[config.mk]
export PLATFORM = sky130hd
export DESIGN_NAME = vpc_regs
export DESIGN_NICKNAME = d
export VERILOG_FILES = /design/src/rtl/vpc_pkg.sv /design/src/rtl/vpc_line_if.sv /design/src/rtl/vpc_regs.sv /design/src/rtl/vpc_pins.sv /design/src/rtl/vpc_level_sync.sv
export SDC_FILE = /design/constraint.sdc
export NUM_CORES = 1
export LEC_CHECK = 0
export BUFFER_PORTS_ARGS = -buffer_cell sky130_fd_sc_hd__buf_2
export CORE_ASPECT_RATIO = 0.9
export CORE_MARGIN = 10
export CORE_UTILIZATION = 40
export DETAILED_ROUTE_END_ITERATION = 10
export SLEW_MARGIN = 0
export SYNTH_ARGS = -nofsm -noshare
export SYNTH_HDL_FRONTEND = slang
export SYNTH_SLANG_ARGS = --single-unit
[constraint.sdc]
create_clock -name clk_sys_i -period 2.6 [get_ports clk_sys_i]
set_input_delay 0.52 -clock clk_sys_i [delete_from_list [all_inputs] [get_ports clk_sys_i]]
set_output_delay 0.52 -clock clk_sys_i [all_outputs]
set_load 0.01 [all_outputs]
[src/rtl/vpc_pkg.sv]
package vpc_pkg;
    // serial byte framing
    localparam logic [3:0] BIT_CNT_DONE = 4'h8; // eight bits shifted in
    localparam logic [3:0] BIT_CNT_LAST = 4'h7; // last bit shifted out
    // 7-bit bus address without its select bit: 4ch/4eh write, 4dh/4fh read
    localparam logic [5:0] DEV_ADDR_BASE = 6'h13;
    // register offsets
    localparam logic [7:0] OFF_INPUT_CTRL = 8'h00;
    localparam logic [7:0] OFF_LOOP_CTRL = 8'h01;
    localparam logic [7:0] OFF_FDIV_LOW = 8'h02;
    localparam logic [7:0] OFF_FDIV_HIGH = 8'h03;
    localparam logic [7:0] OFF_PHASE_OFS = 8'h04;
    localparam logic [7:0] OFF_PHASE_CTRL = 8'h05;
    localparam logic [7:0] OFF_OUT_EN = 8'h06;
    localparam logic [7:0] OFF_OSC_DIV = 8'h07;
    localparam logic [7:0] OFF_SOFT_RESET = 8'h08;
    localparam logic [7:0] OFF_CHIP_VER = 8'h10;
    localparam logic [7:0] OFF_CHIP_REV = 8'h11;
    localparam logic [7:0] OFF_LOCK_STAT = 8'h12;
    // reset values
    localparam logic [7:0] RST_INPUT_CTRL = 8'h41;
    localparam logic [7:0] RST_LOOP_CTRL = 8'h00;
    localparam logic [7:0] RST_FDIV_LOW = 8'hff;
    localparam logic [7:0] RST_FDIV_HIGH = 8'h0f;
    localparam logic [7:0] RST_PHASE_OFS = 8'h00;
    localparam logic [1:0] RST_PHASE_RES = 2'h3;
    localparam logic [7:0] RST_OUT_EN = 8'h00;
    localparam logic [7:0] RST_OSC_DIV = 8'h80;
    // writable bits; reserved bits store nothing and read zero
    localparam logic [7:0] MASK_LOOP_CTRL = 8'h37;
    localparam logic [7:0] MASK_FDIV_HIGH = 8'h0f;
    localparam logic [7:0] MASK_PHASE_OFS = 8'hbf;
    // input control bit positions
    localparam int IC_GATE_MODE = 0;
    localparam int IC_GATE_POL = 1;
    localparam int IC_REF_EDGE = 2;
    localparam int IC_FB_EDGE = 3;
    localparam int IC_FB_SRC = 4;
    localparam int IC_AUX_SRC = 5;
    localparam int IC_SHOW_LOOP = 6;
    localparam int IC_SHOW_PHASE = 7;
    // other field positions
    localparam int OFS_FILTER_SEL = 7;
    localparam int OSC_LOOP_INPUT = 7;
    // soft reset command nibbles
    localparam logic [3:0] CMD_PHASE_NIBBLE = 4'ha;
    localparam logic [3:0] CMD_PLL_NIBBLE = 4'h5;
    // metal mask revision field content
    localparam logic [5:0] METAL_REV = 6'h00;
    // serial engine states
    typedef enum {ST_IDLE, ST_ADDR, ST_PTR, ST_WR, ST_RD, ST_ACK_OUT, ST_ACK_IN} vpc_state_type;
endpackage : vpc_pkg

[src/rtl/vpc_line_if.sv]
`timescale 1ns/1ns
interface vpc_line_if;
    logic scl_rise; // serial clock rose
    logic scl_fall; // serial clock fell
    logic start; // start or repeated start seen
    logic stop; // stop seen
    logic sda; // synchronised data level
    modport phy (output scl_rise, output scl_fall, output start, output stop, output sda);
    modport core (input scl_rise, input scl_fall, input start, input stop, input sda);
endinterface : vpc_line_if

[src/rtl/vpc_regs.sv]
`timescale 1ns/1ns
module vpc_regs #(
    parameter logic [7:0] CHIP_VERSION = 8'h5a, // arbitrary value
    parameter logic [7:0] CHIP_REVISION = 8'h0c // arbitrary value
) (
    // clock and reset
    input wire logic clk_sys_i,
    input wire logic reset_i,
    // serial bus, data is open drain
    input wire logic scl_i,
    input wire logic sda_i,
    output logic sda_o,
    output logic sda_oe_o,
    // straps and analog status
    input wire logic addr_select_i,
    input wire logic pll_locked_i,
    input wire logic phase_locked_i,
    // detector and feedback settings
    output logic detector_gate_mode_o,
    output logic detector_gate_polarity_o,
    output logic reference_edge_select_o,
    output logic feedback_edge_select_o,
    output logic feedback_source_select_o,
    output logic aux_sync_source_select_o,
    // working pll settings
    output logic [2:0] detector_gain_o,
    output logic [1:0] post_scaler_code_o,
    output logic [11:0] loop_divider_o,
    // phase adjuster settings
    output logic [5:0] phase_offset_value_o,
    output logic loop_filter_select_o,
    output logic [1:0] phase_step_resolution_o,
    // output drivers
    output logic [4:0] output_enable_o,
    output logic halfclk_invert_o,
    output logic [1:0] clk_scale_code_o,
    // reference oscillator
    output logic [6:0] osc_divider_modulus_o,
    output logic loop_input_select_o,
    // soft reset pulses and lock pin
    output logic pll_reset_o,
    output logic phase_reset_o,
    output logic lock_indicator_o
);
    vpc_line_if line (); // decoded bus events
    logic [2:0] level_s; // synced {addr select, phase lock, pll lock}
    logic pll_lock_s;
    logic phase_lock_s;
    logic addr_sel_s;

    vpc_pkg::vpc_state_type state_r; // serial engine state
    vpc_pkg::vpc_state_type after_ack_r; // state after our acknowledge
    logic [3:0] bit_cnt_r; // bits in the current byte
    logic [7:0] rx_shift_r; // received byte
    logic [7:0] tx_shift_r; // byte being sent
    logic [7:0] ptr_r; // register pointer
    logic sda_drive_r; // pull data low
    logic nack_r; // master declined more data
    logic byte_done; // eighth received bit complete
    logic addr_hit; // address byte is ours
    logic wr_en; // data byte written at ptr_r
    logic [7:0] read_byte; // register at ptr_r

    // holding and direct registers
    logic [7:0] input_ctrl_r;
    logic [7:0] loop_hold_r;
    logic [7:0] fdiv_low_hold_r;
    logic [7:0] fdiv_high_hold_r;
    logic [7:0] phase_ofs_r;
    logic [1:0] phase_res_hold_r;
    logic [7:0] out_en_r;
    logic [7:0] osc_div_r;
    // working copies
    logic [7:0] loop_work_r;
    logic [11:0] fdiv_work_r;
    logic [1:0] phase_res_work_r;
    // command decode
    logic cmd_wr;
    logic pll_load;
    logic phase_load;
    logic pll_reset_r;
    logic phase_reset_r;
    logic lock_ind_r;

    vpc_pins u_pins (
        .clk_sys_i (clk_sys_i),
        .reset_i (reset_i),
        .scl_i (scl_i),
        .sda_i (sda_i),
        .line (line.phy)
    );

    vpc_level_sync u_level_sync (
        .clk_sys_i (clk_sys_i),
        .reset_i (reset_i),
        .level_i ({addr_select_i, phase_locked_i, pll_locked_i}),
        .level_o (level_s)
    );

    assign pll_lock_s = level_s[0];
    assign phase_lock_s = level_s[1];
    assign addr_sel_s = level_s[2];

    // byte boundary and address match
    assign byte_done = line.scl_fall && (bit_cnt_r == vpc_pkg::BIT_CNT_DONE);
    assign addr_hit = rx_shift_r[7:1] == {vpc_pkg::DEV_ADDR_BASE, addr_sel_s};
    assign wr_en = (state_r == vpc_pkg::ST_WR) && byte_done;

    // serial engine; data changes only after a clock fall so setup holds
    always_ff @(posedge clk_sys_i) begin
        if (reset_i) begin
            state_r <= vpc_pkg::ST_IDLE;
            after_ack_r <= vpc_pkg::ST_IDLE;
            bit_cnt_r <= 4'h0;
            rx_shift_r <= 8'h00;
            tx_shift_r <= 8'h00;
            ptr_r <= 8'h00;
            sda_drive_r <= 1'b0;
            nack_r <= 1'b0;
        end else if (line.start) begin
            // a start aborts anything, also a repeated start mid-read
            state_r <= vpc_pkg::ST_ADDR;
            bit_cnt_r <= 4'h0;
            sda_drive_r <= 1'b0;
        end else if (line.stop) begin
            state_r <= vpc_pkg::ST_IDLE;
            sda_drive_r <= 1'b0;
        end else begin
            case (state_r)
                vpc_pkg::ST_ADDR, vpc_pkg::ST_PTR, vpc_pkg::ST_WR: begin
                    if (line.scl_rise) begin
                        rx_shift_r <= {rx_shift_r[6:0], line.sda};
                        bit_cnt_r <= bit_cnt_r + 4'h1;
                    end
                    if (byte_done) begin
                        bit_cnt_r <= 4'h0;
                        sda_drive_r <= 1'b1;
                        state_r <= vpc_pkg::ST_ACK_OUT;
                        after_ack_r <= vpc_pkg::ST_WR;
                        if (state_r == vpc_pkg::ST_ADDR) begin
                            // foreign address: stay silent until next start
                            if (!addr_hit) begin
                                sda_drive_r <= 1'b0;
                                state_r <= vpc_pkg::ST_IDLE;
                            end else if (rx_shift_r[0]) begin
                                after_ack_r <= vpc_pkg::ST_RD;
                            end else begin
                                after_ack_r <= vpc_pkg::ST_PTR;
                            end
                        end else if (state_r == vpc_pkg::ST_PTR) begin
                            ptr_r <= rx_shift_r;
                        end else begin
                            // auto-increment for burst writes
                            ptr_r <= ptr_r + 8'h01;
                        end
                    end
                end
                vpc_pkg::ST_ACK_OUT: begin
                    if (line.scl_fall) begin
                        state_r <= after_ack_r;
                        bit_cnt_r <= 4'h0;
                        tx_shift_r <= read_byte;
                        sda_drive_r <= (after_ack_r == vpc_pkg::ST_RD) && !read_byte[7];
                    end
                end
                vpc_pkg::ST_RD: begin
                    if (line.scl_fall) begin
                        bit_cnt_r <= bit_cnt_r + 4'h1;
                        tx_shift_r <= {tx_shift_r[6:0], 1'b0};
                        sda_drive_r <= !tx_shift_r[6];
                        if (bit_cnt_r == vpc_pkg::BIT_CNT_LAST) begin
                            // release the line for the master's answer
                            sda_drive_r <= 1'b0;
                            state_r <= vpc_pkg::ST_ACK_IN;
                            ptr_r <= ptr_r + 8'h01;
                        end
                    end
                end
                vpc_pkg::ST_ACK_IN: begin
                    if (line.scl_rise) begin
                        nack_r <= line.sda;
                    end
                    if (line.scl_fall) begin
                        bit_cnt_r <= 4'h0;
                        tx_shift_r <= read_byte;
                        sda_drive_r <= !nack_r && !read_byte[7];
                        state_r <= nack_r ? vpc_pkg::ST_IDLE : vpc_pkg::ST_RD;
                    end
                end
                default: begin
                    state_r <= vpc_pkg::ST_IDLE;
                    sda_drive_r <= 1'b0;
                end
            endcase
        end
    end

    // read multiplexer; status is sampled live at load time
    always_comb begin
        case (ptr_r)
            vpc_pkg::OFF_INPUT_CTRL: read_byte = input_ctrl_r;
            vpc_pkg::OFF_LOOP_CTRL: read_byte = loop_hold_r;
            vpc_pkg::OFF_FDIV_LOW: read_byte = fdiv_low_hold_r;
            vpc_pkg::OFF_FDIV_HIGH: read_byte = fdiv_high_hold_r;
            vpc_pkg::OFF_PHASE_OFS: read_byte = phase_ofs_r;
            vpc_pkg::OFF_PHASE_CTRL: read_byte = {vpc_pkg::METAL_REV, phase_res_hold_r};
            vpc_pkg::OFF_OUT_EN: read_byte = out_en_r;
            vpc_pkg::OFF_OSC_DIV: read_byte = osc_div_r;
            vpc_pkg::OFF_CHIP_VER: read_byte = CHIP_VERSION;
            vpc_pkg::OFF_CHIP_REV: read_byte = CHIP_REVISION;
            vpc_pkg::OFF_LOCK_STAT: read_byte = {6'h00, pll_lock_s, phase_lock_s};
            default: read_byte = 8'h00; // command and unmapped read zero
        endcase
    end

    // host-visible registers; read-only offsets have no write path
    always_ff @(posedge clk_sys_i) begin
        if (reset_i) begin
            input_ctrl_r <= vpc_pkg::RST_INPUT_CTRL;
            loop_hold_r <= vpc_pkg::RST_LOOP_CTRL;
            fdiv_low_hold_r <= vpc_pkg::RST_FDIV_LOW;
            fdiv_high_hold_r <= vpc_pkg::RST_FDIV_HIGH;
            phase_ofs_r <= vpc_pkg::RST_PHASE_OFS;
            phase_res_hold_r <= vpc_pkg::RST_PHASE_RES;
            out_en_r <= vpc_pkg::RST_OUT_EN;
            osc_div_r <= vpc_pkg::RST_OSC_DIV;
        end else if (wr_en) begin
            case (ptr_r)
                vpc_pkg::OFF_INPUT_CTRL: input_ctrl_r <= rx_shift_r;
                vpc_pkg::OFF_LOOP_CTRL: loop_hold_r <= rx_shift_r & vpc_pkg::MASK_LOOP_CTRL;
                vpc_pkg::OFF_FDIV_LOW: fdiv_low_hold_r <= rx_shift_r;
                vpc_pkg::OFF_FDIV_HIGH: fdiv_high_hold_r <= rx_shift_r & vpc_pkg::MASK_FDIV_HIGH;
                vpc_pkg::OFF_PHASE_OFS: phase_ofs_r <= rx_shift_r & vpc_pkg::MASK_PHASE_OFS;
                vpc_pkg::OFF_PHASE_CTRL: phase_res_hold_r <= rx_shift_r[1:0];
                vpc_pkg::OFF_OUT_EN: out_en_r <= rx_shift_r;
                vpc_pkg::OFF_OSC_DIV: osc_div_r <= rx_shift_r;
                default: begin
                    // read-only, command and unmapped offsets keep nothing
                end
            endcase
        end
    end

    // command register decode; both nibbles may act in one write
    assign cmd_wr = wr_en && (ptr_r == vpc_pkg::OFF_SOFT_RESET);
    assign pll_load = cmd_wr && (rx_shift_r[7:4] == vpc_pkg::CMD_PLL_NIBBLE);
    assign phase_load = cmd_wr && (rx_shift_r[3:0] == vpc_pkg::CMD_PHASE_NIBBLE);

    // working pll copy moves only on a pll command
    always_ff @(posedge clk_sys_i) begin
        if (reset_i) begin
            loop_work_r <= vpc_pkg::RST_LOOP_CTRL;
            fdiv_work_r <= {vpc_pkg::RST_FDIV_HIGH[3:0], vpc_pkg::RST_FDIV_LOW};
        end else if (pll_load) begin
            loop_work_r <= loop_hold_r;
            fdiv_work_r <= {fdiv_high_hold_r[3:0], fdiv_low_hold_r};
        end
    end

    // working resolution moves only on a phase command
    always_ff @(posedge clk_sys_i) begin
        if (reset_i) begin
            phase_res_work_r <= vpc_pkg::RST_PHASE_RES;
        end else if (phase_load) begin
            phase_res_work_r <= phase_res_hold_r;
        end
    end

    // one-cycle reset pulses to the analog blocks
    always_ff @(posedge clk_sys_i) begin
        if (reset_i) begin
            pll_reset_r <= 1'b0;
            phase_reset_r <= 1'b0;
        end else begin
            pll_reset_r <= pll_load;
            phase_reset_r <= phase_load;
        end
    end

    // lock pin; with both enables set the two conditions are ored
    always_ff @(posedge clk_sys_i) begin
        if (reset_i) begin
            lock_ind_r <= 1'b0;
        end else begin
            lock_ind_r <= (input_ctrl_r[vpc_pkg::IC_SHOW_LOOP] && pll_lock_s)
                || (input_ctrl_r[vpc_pkg::IC_SHOW_PHASE] && phase_lock_s);
        end
    end

    // outputs straight from flops, except sda_o which is tied low
    assign sda_o = 1'b0;
    assign sda_oe_o = sda_drive_r;
    assign detector_gate_mode_o = input_ctrl_r[vpc_pkg::IC_GATE_MODE];
    assign detector_gate_polarity_o = input_ctrl_r[vpc_pkg::IC_GATE_POL];
    assign reference_edge_select_o = input_ctrl_r[vpc_pkg::IC_REF_EDGE];
    assign feedback_edge_select_o = input_ctrl_r[vpc_pkg::IC_FB_EDGE];
    assign feedback_source_select_o = input_ctrl_r[vpc_pkg::IC_FB_SRC];
    assign aux_sync_source_select_o = input_ctrl_r[vpc_pkg::IC_AUX_SRC];
    assign detector_gain_o = loop_work_r[2:0];
    assign post_scaler_code_o = loop_work_r[5:4];
    assign loop_divider_o = fdiv_work_r;
    assign phase_offset_value_o = phase_ofs_r[5:0];
    assign loop_filter_select_o = phase_ofs_r[vpc_pkg::OFS_FILTER_SEL];
    assign phase_step_resolution_o = phase_res_work_r;
    assign output_enable_o = out_en_r[4:0];
    assign halfclk_invert_o = out_en_r[5];
    assign clk_scale_code_o = out_en_r[7:6];
    assign osc_divider_modulus_o = osc_div_r[6:0];
    assign loop_input_select_o = osc_div_r[vpc_pkg::OSC_LOOP_INPUT];
    assign pll_reset_o = pll_reset_r;
    assign phase_reset_o = phase_reset_r;
    assign lock_indicator_o = lock_ind_r;

    chk_pll_hold: assert property (@(posedge clk_sys_i) disable iff (reset_i)
        !pll_load |=> $stable(loop_divider_o) && $stable(detector_gain_o))
        else $error("pll working copy moved without command");
    chk_phase_hold: assert property (@(posedge clk_sys_i) disable iff (reset_i)
        !phase_load |=> $stable(phase_step_resolution_o))
        else $error("resolution moved without command");
    chk_pll_load: assert property (@(posedge clk_sys_i) disable iff (reset_i)
        pll_load |=> pll_reset_o && loop_divider_o == {$past(fdiv_high_hold_r[3:0]),
            $past(fdiv_low_hold_r)} ##1 !pll_reset_o)
        else $error("pll command did not load or pulse");
    chk_phase_load: assert property (@(posedge clk_sys_i) disable iff (reset_i)
        phase_load |=> phase_reset_o && phase_step_resolution_o == $past(phase_res_hold_r))
        else $error("phase command did not load or pulse");
    chk_lock_off: assert property (@(posedge clk_sys_i) disable iff (reset_i)
        !input_ctrl_r[vpc_pkg::IC_SHOW_LOOP] && !input_ctrl_r[vpc_pkg::IC_SHOW_PHASE]
            |=> !lock_indicator_o)
        else $error("lock pin high with both enables clear");
    chk_status_read: assert property (@(posedge clk_sys_i) disable iff (reset_i)
        line.scl_fall && ptr_r == vpc_pkg::OFF_LOCK_STAT && state_r == vpc_pkg::ST_ACK_OUT
            |=> tx_shift_r == {6'h00, $past(pll_lock_s), $past(phase_lock_s)})
        else $error("status byte wrong");
    chk_addr_miss: assert property (@(posedge clk_sys_i) disable iff (reset_i)
        state_r == vpc_pkg::ST_ADDR && byte_done && !addr_hit && !line.stop
            |=> !sda_oe_o && state_r == vpc_pkg::ST_IDLE)
        else $error("answered foreign address");
    chk_input_write: assert property (@(posedge clk_sys_i) disable iff (reset_i)
        wr_en && ptr_r == vpc_pkg::OFF_INPUT_CTRL
            |=> detector_gate_mode_o == $past(rx_shift_r[vpc_pkg::IC_GATE_MODE]))
        else $error("input control write lost");
endmodule : vpc_regs

[src/rtl/vpc_pins.sv]
`timescale 1ns/1ns
module vpc_pins (
    // clock and reset
    input wire logic clk_sys_i,
    input wire logic reset_i,
    // bus pins
    input wire logic scl_i,
    input wire logic sda_i,
    // decoded line events
    vpc_line_if.phy line
);
    logic [1:0] pin_in; // bit 0 clock, bit 1 data
    logic [1:0] meta_r; // first stage, read only by sync_r
    logic [1:0] sync_r; // second stage
    logic [1:0] prev_r; // one cycle older, for edges

    assign pin_in = {sda_i, scl_i};

    // two-flop synchroniser plus history, one per pin
    genvar g;
    generate
        for (g = 0; g < 2; g++) begin : gen_sync
            always_ff @(posedge clk_sys_i) begin
                if (reset_i) begin
                    meta_r[g] <= 1'b1;
                    sync_r[g] <= 1'b1;
                    prev_r[g] <= 1'b1;
                end else begin
                    meta_r[g] <= pin_in[g];
                    sync_r[g] <= meta_r[g];
                    prev_r[g] <= sync_r[g];
                end
            end
        end
    endgenerate

    // data moving while the clock stays high frames a transfer
    assign line.scl_rise = sync_r[0] && !prev_r[0];
    assign line.scl_fall = !sync_r[0] && prev_r[0];
    assign line.start = sync_r[0] && prev_r[0] && !sync_r[1] && prev_r[1];
    assign line.stop = sync_r[0] && prev_r[0] && sync_r[1] && !prev_r[1];
    assign line.sda = sync_r[1];
endmodule : vpc_pins

[src/rtl/vpc_level_sync.sv]
`timescale 1ns/1ns
module vpc_level_sync (
    // clock and reset
    input wire logic clk_sys_i,
    input wire logic reset_i,
    // asynchronous levels
    input wire logic [2:0] level_i,
    // synchronised levels
    output logic [2:0] level_o
);
    logic [2:0] meta_r; // first stage, read only by the second
    logic [2:0] sync_r; // second stage

    // two flops per level, lock inputs and address select
    genvar g;
    generate
        for (g = 0; g < 3; g++) begin : gen_sync
            always_ff @(posedge clk_sys_i) begin
                if (reset_i) begin
                    meta_r[g] <= 1'b0;
                    sync_r[g] <= 1'b0;
                end else begin
                    meta_r[g] <= level_i[g];
                    sync_r[g] <= meta_r[g];
                end
            end
        end
    endgenerate

    assign level_o = sync_r;
endmodule : vpc_level_sync

==> qor.yml, run 1 <==
power:
  p_per_area_nw_per_um2: 743
  vdd_drop_max_mv: 0.483
  leakage_nw: 2.62
floorplan:
  io_pins: 60
  coreArea_um2: 13500
  die_h_um: 132
  start_util_pct: 41.3
  row_count: 40
  die-area_um2: 19000
  die_w_um: 144
run:
  maxCapViolations: 0
synthesis:
  synth-seq-cells: 119
  ys.flop_type: "dfxtp_1"
  synth-edff-count: 0
  synthCells: 617
  synth.distinct_cells: 61
  syn_avg_cell_area_um2: 9.00
  async_flop_share_pct: 0
  synth_nets: 630
  seq_area_frac_synth_pct: 42.9
  syn_area_um2: 5560
  yosysWarnings: 0
grt:
  antenna_found_initial: 0
  gr-total-overflow: 0
  grt_use_total_pct: 16.8
  grt_pass1_vias: 4453
  grt_first_pass_wirelength_mm: 25.1
  grt_start_max_net_pins: 66
critical_path:
  crit_family: "simple AND/OR/NAND/NOR gates"
  cp-startpoint: "ptr_r[3]"
  required_ns: 2.89
  crit_path_start_kind: "register"
  setup.worst_path.class: "reg -> reg"
  critPathMaxFanout: 8
  critical_path.max_stage_delay_ns: 0.73
  crit_chain: "or4_1, nor3_4, and3_1, mux2i_1, nand2_1"
  slowest_stage: "or4_1"
  critPathArrivalTime_ns: 2.59
  worstSetupEndpointType: "register"
  critPathBufInv: 0
  r2r-start: "ptr_r[3]"
timing:
  skew_ns: 0.00651
  fmax_ghz: 0.434
  max_slew.worst_pin.slew_ns: 0.665
  tns_ns: 0
  setup_viol: 0
  slew_violations: 0
  finalCriticalPeriod_ns: 2.31
  hold_violations: 0
  rsz0062_at_grt: "false"
  fin_crit_sh_pct: 88.7
  maxSlewHeadroom_pct: 55.3
clock_tree:
  ctsHtreeMaxLevel: 4
  root_buffer: "clkbuf_16"
  post_cts_buffers: 0
  cts_resized: 0
  cts_tree: "done"
  clock_path_buffers: 2
  clkTransAtPathRegs_ns: 0.06
  cts_sinks: 119
  cts_hold_buffers: 0
  clk_latency_ns: 0.42
  numCtsBuffers: 17
status:
  status: "finished, final reports clean"
drt:
  totalWireLength_mm: 15.8
  vias_per_cell: 5.52
  wl_per_cell_um: 18.7
  drc_errors: 0
  vias: 4683
  drt_iter0_drc: 509
  ant_nets: 0
  drt_first_pass_iters: 6
final_layout:
  drive_gt1_share_pct: 21.3
  fin_cells: 848
  fin_nets: 681
  diodes: 0
  syn_to_final_growth_pct: 18.4
  nFillCells: 1279
  final_util_pct: 48.9
placed_design:
  hpwl_mm: 11.0
  portBuffers: 58
  dp.cells: 817
  gp_congestion: 0.876
hold_path:
  hold_path_startpoint: "scl_i"
  hold_class: "in -> reg"
==> cell usage after synthesis (all sizes together) (6+ instances only) <==
master  number  area (um^2)
a211oi       7         67.6
a21oi       33          165
a22oi        7         52.6
a31oi        6         37.5
and3        15         93.8
buf         17          136
clkbuf      37          140
dfxtp      119         2380
ha           6         75.1
inv          6         22.5
mux2i       77          771
nand2       60          225
nand2b       7         43.8
nand3       12         60.1
nor2        70          280
nor2b       14         87.6
nor3        13         76.3
o21ai       29          145
or2         12         75.1
==> through the flow <==
step | worst slack, ns | hold WS (ns) | total power [mW] | area, um^2
after floorplan | 0.659 | 0.389 | 2.43 | 5560
after global routing | 0.186 | 0.279 | 5.09 | 6580
after detailed placement | 0.331 | 0.393 | 2.62 | 6010
final | 0.295 | 0.283 | 4.89 | 6580
after CTS | 0.328 | 0.271 | 4.91 | 6580
after global placement | 0.401 | 0.392 | 2.62 | 6010
==> cell families after synthesis <==
kind of cell,after synthesis,share of synthesized area [%]
adder cells (fa/ha/maj),6,1.35
multiplexers,80,14.5
AND/OR/NAND/NOR,229,21.1
flip-flops,119,42.9
AO/OA/AOI/OAI,117,13.9
other,1,0.0675
buffers and inverters,60,5.38
XOR/XNOR,5,0.788
==> routing by layer <==
metal	part of all wire, %	global-route usage, %	vias up
met3	6.4	4.72	28
met5	0	0	-
met2	42	23.4	156
met4	1.9	5.56	0
li1	-	-	2275
met1	49	24.1	2224
==> flip-flops by register name, indices dropped and copies added, names as in the netlist, 4 cells and up <==
signal	flops
bit_cnt_r	4
fdiv_high_hold_r	4
fdiv_low_hold_r	8
input_ctrl_r	8
loop_divider_o	12
loop_hold_r	5
loop_work_r	5
osc_div_r	8
out_en_r	8
phase_ofs_r	7
ptr_r	8
rx_shift_r	8
tx_shift_r	7
==> path summary, 6_finish.rpt <==
path,to,slack (ns),cells past startpoint
worst max-delay path,fdiv_low_hold_r[7],0.29,5
worst min-delay path,u_pins.meta_r[0],0.28,2
worst max register to register,fdiv_low_hold_r[7],0.29,5
worst min register to register,u_pins.sync_r[0],0.41,1
==> area by class of cell <==
class | count | area (um^2) | area share (%)
Multi-Input combinational cell | 438 | 2880 | 43.8
Sequential cell | 119 | 2380 | 36.2
Timing Repair Buffer | 86 | 513 | 7.80
Clock buffer | 19 | 443 | 6.73
Tap cell | 168 | 210 | 3.20
Clock inverter | 12 | 129 | 1.96
Inverter | 6 | 22.5 | 0.342
==> placed cells by master, fill, tap and decap left out, types with 4 or more instances in the layout <==
cell type / instances
a22o_1: 4
a21oi_1: 33
nor2b_1: 14
buf_2: 58
clkinv_2: 4
a31oi_1: 6
ha_1: 6
and4b_1: 4
inv_1: 6
nand2_1: 60
a21o_1: 5
clkbuf_16: 17
o21ai_0: 28
dfxtp_1: 119
nor3_1: 12
a211oi_1: 4
or2_2: 12
buf_4: 27
a22oi_1: 7
or3_1: 4
nand2b_1: 7
nand3_1: 12
mux2i_1: 77
a222oi_1: 5
nor2_1: 67
and3_1: 15
==> report_power, final <==
part / switching [mW] / total [mW] / internal (mW)
Clock: 0.864 / 2.29 / 1.43
Sequential: 0.0484 / 1.91 / 1.86
Combinational: 0.434 / 0.685 / 0.251
(Power assumes the default switching activity.)
==> inputs of run 2 (changes only) <==
--- a/config.mk
+++ b/config.mk
@@ -10,6 +10,7 @@
 export CORE_MARGIN = 10
 export CORE_UTILIZATION = 40
 export DETAILED_ROUTE_END_ITERATION = 10
+export REMOVE_ABC_BUFFERS = 1
 export SLEW_MARGIN = 0
 export SYNTH_ARGS = -nofsm -noshare
 export SYNTH_HDL_FRONTEND = slang
==> run 2 against run 1 <==
  * Global-route usage is essentially flat
  * Cell area shrank 0.89%
  * Die area is the same
  * Cell count is 0.24% higher
  * Maximum frequency increased by 0.92%
  * Critical path depth grew 1
  * Via count grew 1.7%
  * First-iteration DRC count is 2.6% lower
  * Combinational power decreased by 1%
  * Largest cell class unchanged
==> qor.yml, run 2 (same netlist as run 1, synthesis figures left out) <==
drt:
  ant_nets: 0  # unchanged
  vias_per_cell: 5.60  # was 5.52
  vias: 4763  # was 4683
  drt_iter0_drc: 496  # was 509
  drc_errors: 0  # unchanged
  drt_first_pass_iters: 5  # was 6
  wl_per_cell_um: 18.4  # was 18.7 um
  totalWireLength_mm: 15.7  # was 15.8 mm
timing:
  hold_violations: 0  # unchanged
  finalCriticalPeriod_ns: 2.28  # was 2.31 ns
  fmax_ghz: 0.438  # was 0.434 GHz
  skew_ns: 0.00976  # was 0.00651 ns
  fin_ws_ns: 0.316  # was 0.295 ns
  max_slew.worst_pin.slew_ns: 0.850  # was 0.665 ns
  slew_violations: 0  # unchanged
  rsz0062_at_grt: "false"  # unchanged
  fin_crit_sh_pct: 87.8  # was 88.7%
  setup_viol: 0  # unchanged
  maxSlewHeadroom_pct: 43.3  # was 55.3%
critical_path:
  critPathMaxFanout: 9  # was 8
  critPathArrivalTime_ns: 2.57  # was 2.59 ns
  required_ns: 2.88  # was 2.89 ns
  setup.worst_path.class: "reg -> reg"  # unchanged
  reg2reg_slack_ns: 0.32  # was 0.29 ns
  worstSetupEndpointType: "register"  # unchanged
  crit_path_start_kind: "register"  # unchanged
hold_path:
  hold_class: "in -> reg"  # unchanged
clock_tree:
  clock_path_buffers: 2  # unchanged
  post_cts_buffers: 0  # unchanged
  cts_tree: "done"  # unchanged
  numCtsBuffers: 17  # unchanged
  clkTransAtPathRegs_ns: 0.06  # about the same
  cts_sinks: 119  # unchanged
  clk_latency_ns: 0.42  # about the same
  cts_resized: 0  # unchanged
  root_buffer: "clkbuf_16"  # unchanged
  ctsHtreeMaxLevel: 4  # unchanged
  cts_hold_buffers: 0  # unchanged
placed_design:
  place_area_um2: 6000  # was 6010 um^2
  dp.cells: 818  # was 817
  portBuffers: 58  # unchanged
  hpwl_mm: 11.1  # was 11.0 mm
  place_ws_ns: 0.327  # was 0.331 ns
  gp_congestion: 0.884  # was 0.876
final_layout:
  fin_nets: 682  # was 681
  final_common_cell: "dfxtp_1"  # unchanged
  multi_input_area_um2: 2880  # unchanged
  largest_reg_flops: 12  # unchanged
  nFillCells: 1253  # was 1279
  final_cell_mix: "dfxtp_1, mux2i_1, nor2_1"  # unchanged
  diodes: 0  # unchanged
  area.sequential_um2: 2380  # unchanged
  fin_area_um2: 6520  # was 6580 um^2
  fin_cells: 850  # was 848
  syn_to_final_growth_pct: 17.4  # was 18.4%
  drive_gt1_share_pct: 21.4  # was 21.3%
floorplan:
  io_pins: 60  # unchanged
  row_count: 40  # unchanged
  die-area_um2: 19000  # unchanged
  die_w_um: 144  # unchanged
  coreArea_um2: 13500  # unchanged
  start_util_pct: 41.3  # unchanged
  die_h_um: 132  # unchanged
grt:
  grt_start_max_net_pins: 48  # was 66
  grt_pass1_vias: 4569  # was 4453
  antenna_found_initial: 0  # unchanged
  gr-total-overflow: 0  # unchanged
  grt_use_total_pct: 16.8  # about the same
  grt_first_pass_wirelength_mm: 25.4  # was 25.1 mm
power:
  p_per_area_nw_per_um2: 712  # was 743 nW/um^2
  vdd_drop_max_mv: 0.456  # was 0.483 mV
  leakage_nw: 2.60  # was 2.62 nW
  p_total_mw: 4.64  # was 4.89 mW
status:
  status: "finished, final reports clean"  # unchanged
run:
  maxCapViolations: 0  # unchanged
## run 2: stage by stage
| stage | TNS [ns] | util (%) | hold slack [ns] |
|---|---|---|---|
| after floorplan | -0.0984 | - | 0.389 |
| after global placement | 0 | 44.6 | 0.393 |
| after detailed placement | 0 | 44.6 | 0.394 |
| after CTS | 0 | 48.4 | 0.277 |
| after global routing | 0 | 48.4 | 0.282 |
| final | 0 | 48.4 | 0.292 |
## run 2: metal layers
layer	up-vias	GRT usage [%]	routed length (um)
met1	2267	22.9	7310
met4	0	6.85	312
met5	-	0	0
met3	22	4.43	1220
met2	194	24.5	6840
li1	2280	-	-
## run 2: final timing paths
kind / to / depth (start not counted) / from
hold / removal: u_pins.meta_r[1] / 2 / sda_i
setup reg to reg: loop_hold_r[4] / 6 / ptr_r[5]
hold reg to reg: u_pins.line.sda / 1 / u_pins.meta_r[1]
setup / recovery: loop_hold_r[4] / 6 / ptr_r[5]
## run 2: power breakdown
| group | internal [mW] | switching [mW] | leakage, nW |
|---|---|---|---|
| sequential | 1.86 | 0.0549 | 0.963 |
| combinational | 0.250 | 0.428 | 1.38 |
| clock | 1.20 | 0.840 | 0.256 |
## run 2: critical path, cell delays in order, from the launching register on
cell and delay, ns:
dfxtp_1 0.38, or4_1 0.69, nor3_4 0.19, buf_4 0.16, and3_1 0.41, mux2i_1 0.25, nor2_1 0.06
## run 2: cell type report
type | count | share of cell area, %
clock buffer | 19 | 6.64
clock inverter | 13 | 1.30
inverter | 6 | 0.345
multi-input combinational | 438 | 44.2
sequential | 119 | 36.5
tap | 168 | 3.22
timing repair buffer | 87 | 7.79
